File: src/tcim_defines.vh
/*
 * constants for the capture-mode timer block: register offsets, field
 * positions, reset values, mode and edge codes, timing figures.
 * assumes: included by bare name from the design files of this block.
 */
`ifndef TCIM_DEFINES_VH
`define TCIM_DEFINES_VH

// ---------------------------------------------------------------
// register byte offsets
// ---------------------------------------------------------------
`define TCIM_OFF_CTRL0      12'h000
`define TCIM_OFF_CTRL1      12'h004
`define TCIM_OFF_CCRA0      12'h008
`define TCIM_OFF_CCRP0      12'h00c
`define TCIM_OFF_CNT0       12'h010
`define TCIM_OFF_CCRA1      12'h014
`define TCIM_OFF_CCRP1      12'h018
`define TCIM_OFF_CNT1       12'h01c
`define TCIM_OFF_STATUS     12'h020
`define TCIM_OFF_CLEAR      12'h024
`define TCIM_OFF_ENABLE     12'h028

// ---------------------------------------------------------------
// timer_control_reg_1 field positions (one per instance)
// ---------------------------------------------------------------
`define TCIM_CTL_RUN        0
`define TCIM_CTL_MODE_LO    4
`define TCIM_CTL_MODE_HI    5
`define TCIM_CTL_EDGE_LO    6
`define TCIM_CTL_EDGE_HI    7
`define TCIM_CTL_OC         8
`define TCIM_CTL_POL        9
`define TCIM_CTL_DPX        10
`define TCIM_CTL_CCLR       11
`define TCIM_CTL_CKEN       12
`define TCIM_CTL_W          13
`define TCIM_CTL_RST        13'h0000

// ---------------------------------------------------------------
// status bit layout: per instance, compare a flag then period flag
// ---------------------------------------------------------------
`define TCIM_ST_A0          0
`define TCIM_ST_P0          1
`define TCIM_ST_A1          2
`define TCIM_ST_P1          3
`define TCIM_ST_W           4

// ---------------------------------------------------------------
// codes and widths
// ---------------------------------------------------------------
`define TCIM_MODE_CAPTURE   2'h1
`define TCIM_EDGE_RISE      2'h0
`define TCIM_EDGE_FALL      2'h1
`define TCIM_EDGE_BOTH      2'h2
`define TCIM_EDGE_NONE      2'h3
`define TCIM_W0             10
`define TCIM_W1             16

// ---------------------------------------------------------------
// timing, in timer clock periods (a timer clock is one pclk here)
// ---------------------------------------------------------------
`define TCIM_MIN_PULSE_TCK  2
`define TCIM_FLAG_DLY_CYC   1

`endif

File: src/tcim_sync.v
/*
 * two-flop synchroniser for one level coming from a pin.
 * assumes: the pin is asynchronous to pclk; only the second flop is read.
 */
module tcim_sync (
  input  wire pclk,
  input  wire presetn,
  input  wire d,
  output reg  q
);

  reg meta_r;

  always @(posedge pclk or negedge presetn) begin
    if (!presetn) begin
      meta_r <= 1'b0;
      q      <= 1'b0;
    end else begin
      meta_r <= d;
      q      <= meta_r;
    end
  end

endmodule // tcim_sync

File: src/tcim_core.v
/*
 * one timer instance in capture input mode: counter, period compare,
 * edge detect and capture into compare register a.
 * assumes: pin already synchronised; clock enable from the top gates counting.
 */
`include "tcim_defines.vh"

module tcim_core #(
  parameter W = 10
) (
  input  wire         pclk,
  input  wire         presetn,
  input  wire [12:0]  ctrl,
  input  wire [W-1:0] period,
  input  wire         pin_sync,
  output reg  [W-1:0] cnt_r,
  output reg  [W-1:0] cap_r,
  output reg          cap_evt_r,
  output reg          per_evt_r
);

  reg         pin_d_r;
  reg         run_d_r;
  wire        run      = ctrl[`TCIM_CTL_RUN];
  wire        ck_ok    = ctrl[`TCIM_CTL_CKEN];
  wire [1:0]  mode     = {ctrl[`TCIM_CTL_MODE_HI], ctrl[`TCIM_CTL_MODE_LO]};
  wire [1:0]  edge_sel = {ctrl[`TCIM_CTL_EDGE_HI], ctrl[`TCIM_CTL_EDGE_LO]};
  wire        capmode  = (mode == `TCIM_MODE_CAPTURE) && ck_ok;
  wire        rise     = pin_sync & ~pin_d_r;
  wire        fall     = ~pin_sync & pin_d_r;
  reg         hit;
  // zero period means the full range: match never fires, counter wraps
  wire        per_hit  = (period != {W{1'b0}}) && (cnt_r == period);

  // ---------------------------------------------------------------
  // edge selection
  // ---------------------------------------------------------------
  always @* begin
    case (edge_sel)
      `TCIM_EDGE_RISE: hit = rise;
      `TCIM_EDGE_FALL: hit = fall;
      `TCIM_EDGE_BOTH: hit = rise | fall;
      default:         hit = 1'b0;
    endcase
  end

  // ---------------------------------------------------------------
  // counter and capture; clear-source and dpx bits never read
  // ---------------------------------------------------------------
  always @(posedge pclk or negedge presetn) begin
    if (!presetn) begin
      pin_d_r   <= 1'b0;
      run_d_r   <= 1'b0;
      cnt_r     <= {W{1'b0}};
      cap_r     <= {W{1'b0}};
      cap_evt_r <= 1'b0;
      per_evt_r <= 1'b0;
    end else begin
      pin_d_r   <= pin_sync;
      run_d_r   <= run;
      cap_evt_r <= 1'b0;
      per_evt_r <= 1'b0;
      if (run && !run_d_r) begin
        cnt_r <= {W{1'b0}};
      end else if (run && capmode) begin
        if (per_hit) begin
          cnt_r     <= {W{1'b0}};
          per_evt_r <= 1'b1;
        end else begin
          cnt_r <= cnt_r + {{(W-1){1'b0}}, 1'b1};
        end
      end
      // capture one cycle after the synced edge, two to three pclk after the pin edge
      if (capmode && run && hit) begin
        cap_r     <= cnt_r;
        cap_evt_r <= 1'b1;
      end
    end
  end

endmodule // tcim_core

File: src/tcim_top.v
/*
 * capture-mode timer pair with an apb register slave and one interrupt.
 * holds instance 0 (10-bit) and instance 1 (16-bit), flags, enable, irq.
 * assumes: apb master on pclk; capture pins asynchronous to pclk.
 */
// Decided for this implementation: register access over APB and the register offsets.
`include "tcim_defines.vh"

// Notes on behaviour
// - mode field value 01 selects capture input operation.
// - edge select picks rising, falling or both edges on the pin.
// - counter starts from zero when the run bit rises.
// - active edge copies counter into compare register a, raises interrupt.
// - counter free-runs regardless of pin until the run bit falls.
// - period match clears counter to zero and raises interrupt.
// - edge select 11 disables capture; counter keeps running.
// - clear source select and duty/period swap bits have no effect.
// - compare a flag sets half a timer clock after the latch; here it sets one pclk after the latch.
// - edge-to-latch latency stays under one and a half timer clocks; here it is two to three pclk from the pin.
// - no timer output is driven; output control and polarity ignored.
// - period value zero gives the full count range.
// - instance 0 has a 10-bit counter, instance 1 a 16-bit one.
// - no capture operation while the timer clock is absent.
module tcim_top (
  input  wire        pclk,
  input  wire        presetn,
  input  wire        psel,
  input  wire        penable,
  input  wire        pwrite,
  input  wire [11:0] paddr,
  input  wire [31:0] pwdata,
  output reg  [31:0] prdata,
  output reg         pready,
  output reg         pslverr,
  input  wire        capture_input_pin_0,
  input  wire        capture_input_pin_1,
  output reg         irq
);

  // ---------------------------------------------------------------
  // registers
  // ---------------------------------------------------------------
  reg  [12:0]          ctrl0_r;
  reg  [12:0]          ctrl1_r;
  reg  [`TCIM_W0-1:0]  per0_r;
  reg  [`TCIM_W1-1:0]  per1_r;
  reg  [`TCIM_ST_W-1:0] stat_r;
  reg  [`TCIM_ST_W-1:0] ena_r;
  reg  [`TCIM_ST_W-1:0] clr;
  reg  [`TCIM_ST_W-1:0] stat_nxt;
  reg  [31:0]          rd_nxt;
  reg                  hit_nxt;
  wire                 pin0_s;
  wire                 pin1_s;
  wire [`TCIM_W0-1:0]  cnt0;
  wire [`TCIM_W0-1:0]  cap0;
  wire [`TCIM_W1-1:0]  cnt1;
  wire [`TCIM_W1-1:0]  cap1;
  wire                 ca0;
  wire                 cp0;
  wire                 ca1;
  wire                 cp1;
  // a write lands only at the edge where the master sees pready high,
  // so a clear cannot hit the flags twice in one access
  wire                 wr = psel & penable & pwrite & pready;
  wire [`TCIM_ST_W-1:0] evt = {cp1, ca1, cp0, ca0};

  // ---------------------------------------------------------------
  // pin synchronisers; pulses under two pclk may be lost
  // ---------------------------------------------------------------
  tcim_sync u_sync0 (
    .pclk    (pclk),
    .presetn (presetn),
    .d       (capture_input_pin_0),
    .q       (pin0_s)
  );

  tcim_sync u_sync1 (
    .pclk    (pclk),
    .presetn (presetn),
    .d       (capture_input_pin_1),
    .q       (pin1_s)
  );

  // ---------------------------------------------------------------
  // the two timer instances
  // ---------------------------------------------------------------
  tcim_core #(.W(`TCIM_W0)) u_tmr0 (
    .pclk      (pclk),
    .presetn   (presetn),
    .ctrl      (ctrl0_r),
    .period    (per0_r),
    .pin_sync  (pin0_s),
    .cnt_r     (cnt0),
    .cap_r     (cap0),
    .cap_evt_r (ca0),
    .per_evt_r (cp0)
  );

  tcim_core #(.W(`TCIM_W1)) u_tmr1 (
    .pclk      (pclk),
    .presetn   (presetn),
    .ctrl      (ctrl1_r),
    .period    (per1_r),
    .pin_sync  (pin1_s),
    .cnt_r     (cnt1),
    .cap_r     (cap1),
    .cap_evt_r (ca1),
    .per_evt_r (cp1)
  );

  // ---------------------------------------------------------------
  // write side; output control bits stored but drive nothing
  // ---------------------------------------------------------------
  always @(posedge pclk or negedge presetn) begin
    if (!presetn) begin
      ctrl0_r <= `TCIM_CTL_RST;
      ctrl1_r <= `TCIM_CTL_RST;
      per0_r  <= {`TCIM_W0{1'b0}};
      per1_r  <= {`TCIM_W1{1'b0}};
      ena_r   <= {`TCIM_ST_W{1'b0}};
    end else if (wr) begin
      case (paddr)
        `TCIM_OFF_CTRL0:  ctrl0_r <= pwdata[12:0];
        `TCIM_OFF_CTRL1:  ctrl1_r <= pwdata[12:0];
        `TCIM_OFF_CCRP0:  per0_r  <= pwdata[`TCIM_W0-1:0];
        `TCIM_OFF_CCRP1:  per1_r  <= pwdata[`TCIM_W1-1:0];
        `TCIM_OFF_ENABLE: ena_r   <= pwdata[`TCIM_ST_W-1:0];
        default: begin
        end
      endcase
    end
  end

  // ---------------------------------------------------------------
  // sticky flags: a new event wins over a clear in the same cycle
  // ---------------------------------------------------------------
  always @* begin
    clr = {`TCIM_ST_W{1'b0}};
    if (wr && (paddr == `TCIM_OFF_CLEAR)) begin
      clr = pwdata[`TCIM_ST_W-1:0];
    end
    stat_nxt = (stat_r & ~clr) | evt;
  end

  always @(posedge pclk or negedge presetn) begin
    if (!presetn) begin
      stat_r <= {`TCIM_ST_W{1'b0}};
      irq    <= 1'b0;
    end else begin
      stat_r <= stat_nxt;
      irq    <= |(stat_nxt & ena_r);
    end
  end

  // ---------------------------------------------------------------
  // read side and apb answer: one wait state, slverr on unmapped address
  // ---------------------------------------------------------------
  always @* begin
    rd_nxt  = 32'h0000_0000;
    hit_nxt = 1'b1;
    case (paddr)
      `TCIM_OFF_CTRL0:  rd_nxt[12:0]           = ctrl0_r;
      `TCIM_OFF_CTRL1:  rd_nxt[12:0]           = ctrl1_r;
      `TCIM_OFF_CCRA0:  rd_nxt[`TCIM_W0-1:0]   = cap0;
      `TCIM_OFF_CCRP0:  rd_nxt[`TCIM_W0-1:0]   = per0_r;
      `TCIM_OFF_CNT0:   rd_nxt[`TCIM_W0-1:0]   = cnt0;
      `TCIM_OFF_CCRA1:  rd_nxt[`TCIM_W1-1:0]   = cap1;
      `TCIM_OFF_CCRP1:  rd_nxt[`TCIM_W1-1:0]   = per1_r;
      `TCIM_OFF_CNT1:   rd_nxt[`TCIM_W1-1:0]   = cnt1;
      `TCIM_OFF_STATUS: rd_nxt[`TCIM_ST_W-1:0] = stat_r;
      `TCIM_OFF_CLEAR:  rd_nxt                 = 32'h0000_0000;
      `TCIM_OFF_ENABLE: rd_nxt[`TCIM_ST_W-1:0] = ena_r;
      default:          hit_nxt                = 1'b0;
    endcase
  end

  // pready registered: one wait state, so every output is a flop
  always @(posedge pclk or negedge presetn) begin
    if (!presetn) begin
      prdata  <= 32'h0000_0000;
      pready  <= 1'b0;
      pslverr <= 1'b0;
    end else begin
      pready  <= psel & penable & ~pready;
      pslverr <= psel & penable & ~pready & ~hit_nxt;
      if (psel && penable && !pready && !pwrite) begin
        prdata <= rd_nxt;
      end
    end
  end

endmodule // tcim_top

File: config.mk
export PLATFORM = sky130hd
export DESIGN_NAME = tcim_top
export DESIGN_NICKNAME = d
export VERILOG_FILES = /design/src/tcim_sync.v /design/src/tcim_core.v /design/src/tcim_top.v
export VERILOG_INCLUDE_DIRS = /design/src
export SDC_FILE = /design/constraint.sdc
export NUM_CORES = 1
export LEC_CHECK = 0
export BUFFER_PORTS_ARGS = -buffer_cell sky130_fd_sc_hd__buf_4
export CAP_MARGIN = 20
export CORE_ASPECT_RATIO = 0.9
export CORE_MARGIN = 2
export CORE_UTILIZATION = 53
export DETAILED_ROUTE_END_ITERATION = 8
export PLACE_DENSITY = 0.81
export SYNTH_ARGS = -nofsm -noshare
export SYNTH_HDL_FRONTEND = slang
export SYNTH_SLANG_ARGS = --single-unit
File: constraint.sdc
create_clock -name pclk -period 1.9 [get_ports pclk]
set_input_delay 0.285 -clock pclk [delete_from_list [all_inputs] [get_ports pclk]]
set_output_delay 0.285 -clock pclk [all_outputs]
set_load 0.01 [all_outputs]
# Yosys cells after proc, flatten, opt, wreduce, memory -nomap -nowiden
# Index checks and enable logic that the tools add are counted.
# word_totals
reg_bits	143
inputBits	51
output_inout_bits	35
elab_cells	121
# op_classes
add_sub_neg	2
n_eq_ne	18
n_mux	22
bitwise_logic	21
reduce_logical	32
# ops
op	n
12-bit by 5-bit == test with 1-bit output (second input constant)	4
16-bit two-way mux	3
6-bit one-hot mux with 8 select lines	1
4-bit one-hot mux with 10 select lines	1
12-bit by 6-bit == test with 1-bit output (second input constant)	3
10-bit two-way mux	3
12-bit by 4-bit == test with 1-bit output (second input constant)	2
16-bit by 1-bit adder with 16-bit output (second input constant)	1
16-bit == test	1
16-bit nonzero test	1
3-bit one-hot mux with 5 select lines	1
1-bit logical AND	14
12-bit by 3-bit == test with 1-bit output (second input constant)	1
12-bit zero test	1
11-bit OR reduction	1
10-bit by 1-bit adder with 10-bit output (second input constant)	1
10-bit == test	1
2-bit AND reduction	5
10-bit nonzero test	1
1-bit AND	9
1-bit two-way mux	9
3-bit one-hot mux with 3 select lines	1
4-bit AND	2
2-bit by 1-bit == test with 1-bit output (second input constant)	4
11 further kinds	24

# Longest topological paths before layout
# depth
word_depth	10
depth_mapped	9
depth_no_buf	7

# Modules after synthesis
# From an unflattened synthesis, not the netlist that was laid out.
# hier_totals
hier_cells	678
area_unflattened_um2	7742.4
# modules_own_cells
mod	instances	cells_per_inst	area_per_inst_um2	seq_area_each_um2
tcim_top	1	368	4314.1	1976.9
tcim_core (u_tmr1)	1	186	1991.9	900.9
tcim_core (u_tmr0)	1	120	1336.3	600.6
tcim_sync	2	2	50.0	50.0

# Worst setup path before layout
# Ideal clock, no wire load.
# synth_path
kind	in2reg
from	input port paddr[9]
to	register per0_r[0]
setup_ns	0.125
t_arrival_ns	2.037
t_required_ns	1.775
setup_slack_ns	-0.263
stages	6
path_buffers	1
cell_sequence	nor4_4 > nand2_4 > or3_4 > or4_4 > buf_6 > mux2_4
# synth_between
elab_chain_cells	2
# synth_lines
element	line	source
start, declared	tcim_top.v:30	input wire [11:0] paddr,
12-bit by 4-bit == test with 1-bit output	tcim_top.v:123	case (paddr)
2-bit AND reduction (no source line)	--	
end signal, assigned	tcim_top.v:119	per0_r <= {`TCIM_W0{1'b0}};
end signal, assigned	tcim_top.v:126	`TCIM_OFF_CCRP0: per0_r <= pwdata[`TCIM_W0-1:0];
end, declared	tcim_top.v:45	reg [`TCIM_W0-1:0] per0_r;
# No other way between the ends.
# A chain may end at the register's enable or synchronous reset.

# Worst setup path after layout
# layout_path
from	register pready
to	register per0_r[1]
# layout_between
elab_chain_cells	2
# layout_lines
element	line	source
start, declared	tcim_top.v:33	output reg pready,
start signal, assigned	tcim_top.v:185	pready <= psel & penable & ~pready;
1-bit AND	tcim_top.v:65	wire wr = psel & penable & pwrite & pready;
2-bit AND reduction (no source line)	--	
# No other way between the ends.

==> impl_metrics.tcl <==
set metrics [dict create \
    grt_first_pass_wirelength_mm 34.1 \
    maxCapViolations 0 \
    timing.reg2reg.setup_slack_ns -0.06 \
    worst_setup_hold_path_clk_slew_ns 0.06 \
    initial_utilization 0.547 \
    cpMaxStageDelayCell "or4_4" \
    cp.arrival_ns 2.27 \
    multi_input_combinational_cell_area_mm2 0.00370 \
    die_w_um 129 \
    crit-reg2reg-capture "per0_r[1]" \
    dr_total_vias 6267 \
    synth_seq_cells 143 \
    final_util 0.697 \
    timing.final.max_slew_violations 0 \
    violations "setup timing" \
    drt-wirelength-per-cell_um 22.4 \
    tritoncts.num_buffers 17 \
    crit_path_end_kind "flip-flop" \
    tritoncts_num_sinks 143 \
    finalHoldWorstSlack_ns 0.0842 \
    r2r.worst_path.cells 4 \
    crit_required_ns 2.21 \
    synth.yosys.warnings 0 \
    status "finished, violations left" \
    cell_chain_critical_path "nand4_1 > or3_4 > or4_4 > mux2_4" \
    clock_latency_ns 0.44 \
    worstSetupPathDepth 4 \
    final_layout_size_suffix_gt1_frac 0.381 \
    drtPass1Iterations 5 \
    layout_min_cycle_time_ns 1.96 \
    postLayoutSetupSlackWorst_ns -0.0607 \
    skew_ns 0.00997 \
    p_leak_nw 4.61 \
    htree_levels 4 \
    post-route-drc-count 0 \
    hold_vio_cnt_final 0 \
    floorplan.die.height_um 116 \
    sequential_area_share_after_synthesis 0.484 \
    critPathTopFamily "simple AND/OR/NAND/NOR gates" \
    tightestPinTransition_ns 0.510 \
    worst_hold_startpoint "pwdata[15]" \
    grt_overflow_total 0 \
    postSynth.topFlopCell "dfrtp_1" \
    drt-vias-per-instance 6.37 \
    period_share 1.03 \
    post_synth_instance_area_mm2 0.00740 \
    setup_viol 22 \
    synthesis.instances 663 \
    cts_tree "done" \
    fin_area_mm2 0.00942 \
    postSynthAreaPerCell_um2 11.2 \
    insertedDiodeCount 0 \
    worst_hold_path.num_cells 2 \
    r2r_start "pready" \
    dpl-instance-area_mm2 0.00857 \
    synth.lib_cells_used.distinct 65 \
    die_area_mm2 0.0149 \
    place.port_buffers 53 \
    fillers 914 \
    path_buf_inv 0 \
    critPathKind "reg2reg" \
    critPathMaxFanout 5 \
    fmax_mhz 510 \
    dp.final_hpwl_mm 15.3 \
    routed_wl_mm 22.1 \
    routabilityCongestion 1.00 \
    area.sequential_mm2 0.00358 \
    area_growth_syn_to_layout_pct 27.4 \
    core_region_area_mm2 0.0135 \
    vias_in_the_first_global_route 6154 \
    ios 86 \
    synthArstFlopShare 1.00 \
    std_cell_rows 40 \
    drtAntennaViolNets 0 \
    hp-class "in2reg" \
    worst_slew_margin_rel 0.660 \
    worst_slack_placed_ns -0.305 \
    grt_max_degree 51 \
    nets_finish 860 \
    crit_path_max_incr_delay_ns 0.53 \
    initial_antenna_violation_count 0 \
    synth_edf_count 0 \
    pwr_density_cell_mw_per_mm2 735 \
    rsz0062_at_grt "true" \
    ir_drop_v 0.000616 \
    critical_path.startpoint_type "flip-flop" \
    clock_tree.root_cell "clkbuf_16" \
    drt-initial-drc-count 917 \
    cts_max_path_buffers 2 \
    whs_endpoint "per1_r[15]" \
    global_route_total_usage_across_every_layer 0.307 \
]
[cells by family after synthesis]
logic type                 after synthesis  synth area share
DFF                                    143             0.484
other                                    1          0.000507
adders and majority gates                6            0.0102
muxes                                  108             0.182
and+or+nand+nor                        197             0.139
buffers and inverters                   63            0.0421
AOI/OAI and AO/OA                      101            0.0902
xor gates and xnor gates                44            0.0521
[routing by layer]
metal,track usage,part of all wire,up-vias
met5,0,0,-
li1,-,-,2676
met4,0.136,0.036,0
met3,0.0785,0.091,81
met2,0.481,0.46,391
met1,0.411,0.41,3119
[placed cells by master (no fill, tap or decap), types with 6 or more instances in the layout]
cell	netlist	routed
ha_1	6	6
a21oi_1	13	13
nor2_1	54	52
xor2_1	38	38
and4_1	6	6
o21ai_0	34	33
buf_4	16	138
nand2_1	44	44
a22oi_1	11	11
buf_12	0	6
conb_1	1	16
inv_1	15	15
nand4_1	12	12
clkbuf_16	0	18
mux2i_1	7	7
nand3_1	18	18
nor4_2	0	9
mux2_4	10	10
dfrtp_1	143	139
mux2_2	82	82
nor3_1	13	12
nor4_1	18	8
a31oi_1	7	7
xnor2_1	6	6
clkinvlp_4	0	6
mux4_2	9	9
[state kept, by name, summed over array words and instances, names as in the netlist, 4 cells and up]
signal and flops:
ctrl0_r 13, ctrl1_r 13, ena_r 4, per0_r 10, per1_r 16, prdata 16
stat_r 4, u_tmr0.cap_r 10, u_tmr0.cnt_r 10, u_tmr1.cap_r 16, u_tmr1.cnt_r 16
[cell usage after synthesis (3+ instances only)]
cell type	n	area, µm²
dfrtp_1	143	3580
mux2_2	82	923
nor2_1	54	203
nand2_1	44	165
xor2_1	38	333
o21ai_0	34	170
clkbuf_1	21	78.8
nand3_1	18	90.1
nor4_1	18	113
buf_4	16	120
inv_1	15	56.3
a21oi_1	13	65.1
nor3_1	13	65.1
nand4_1	12	75.1
a22oi_1	11	82.6
mux2_4	10	150
mux4_2	9	203
a31oi_1	7	43.8
mux2i_1	7	70.1
and4_1	6	52.6
buf_2	6	30.0
ha_1	6	75.1
xnor2_1	6	52.6
a221oi_1	5	43.8
a21o_1	4	30.0
a32oi_1	4	35.0
nor2b_1	4	25.0
and2_1	3	18.8
buf_1	3	11.3
nand2b_1	3	18.8
o221ai_1	3	26.3
[power by group]
group / total [mW] / internal [mW] / switching [mW]
registers: 3.07 / 3.06 / 0.00970
logic: 0.394 / 0.158 / 0.236
clock network: 3.46 / 2.10 / 1.36
[area by class of cell]
class / instances / share of cell area
clock buffers: 20 / 0.0474
clock inverters: 12 / 0.0171
inverters: 16 / 0.00638
multi-input cells: 473 / 0.393
flip-flops and latches: 143 / 0.380
well taps: 168 / 0.0223
repair buffers: 152 / 0.133
[repair_timing]
item                       CTS  global route
hold endpoints to repair    48             0
setup endpoints to repair   36            71
resized for setup           10            22
pin swaps                    3             8
hold buffers                 3             0
gates cloned                 2             1
buffers inserted             1             5
[worst register-to-register path: cells and delay by family (launching register included)]
kind / cells / cell delay [ns]
flops: 1 / 0.35
simple gates: 3 / 1.16
mux: 1 / 0.34
[how the worst max path moves through the flow]
| stage | slack, ns | from | to |
|---|---|---|---|
| finish | -0.06 | pready | per0_r[1] |
| CTS | -0.06 | pready | per0_r[1] |
| global route | -0.1 | pready | per0_r[4] |
| floorplan | -0.23 | paddr[10] | per0_r[0] |
| detailed placement | -0.30 | paddr[10] | per0_r[9] |
| global placement | -0.27 | paddr[10] | per0_r[9] |
[per-stage QoR]
stage | setup TNS (ns) | power [mW] | instances
4_1_cts | -0.397 | 6.93 | 978
5_1_grt | -1.66 | 7.10 | 984
3_3_place_gp | -10.45 | 3.50 | 940
2_1_floorplan | -4.69 | 3.27 | 678
6_report | -0.714 | 6.93 | 984
3_5_place_dp | -12.60 | 3.50 | 940
No activity file was read; power rests on OpenSTA's default activity.
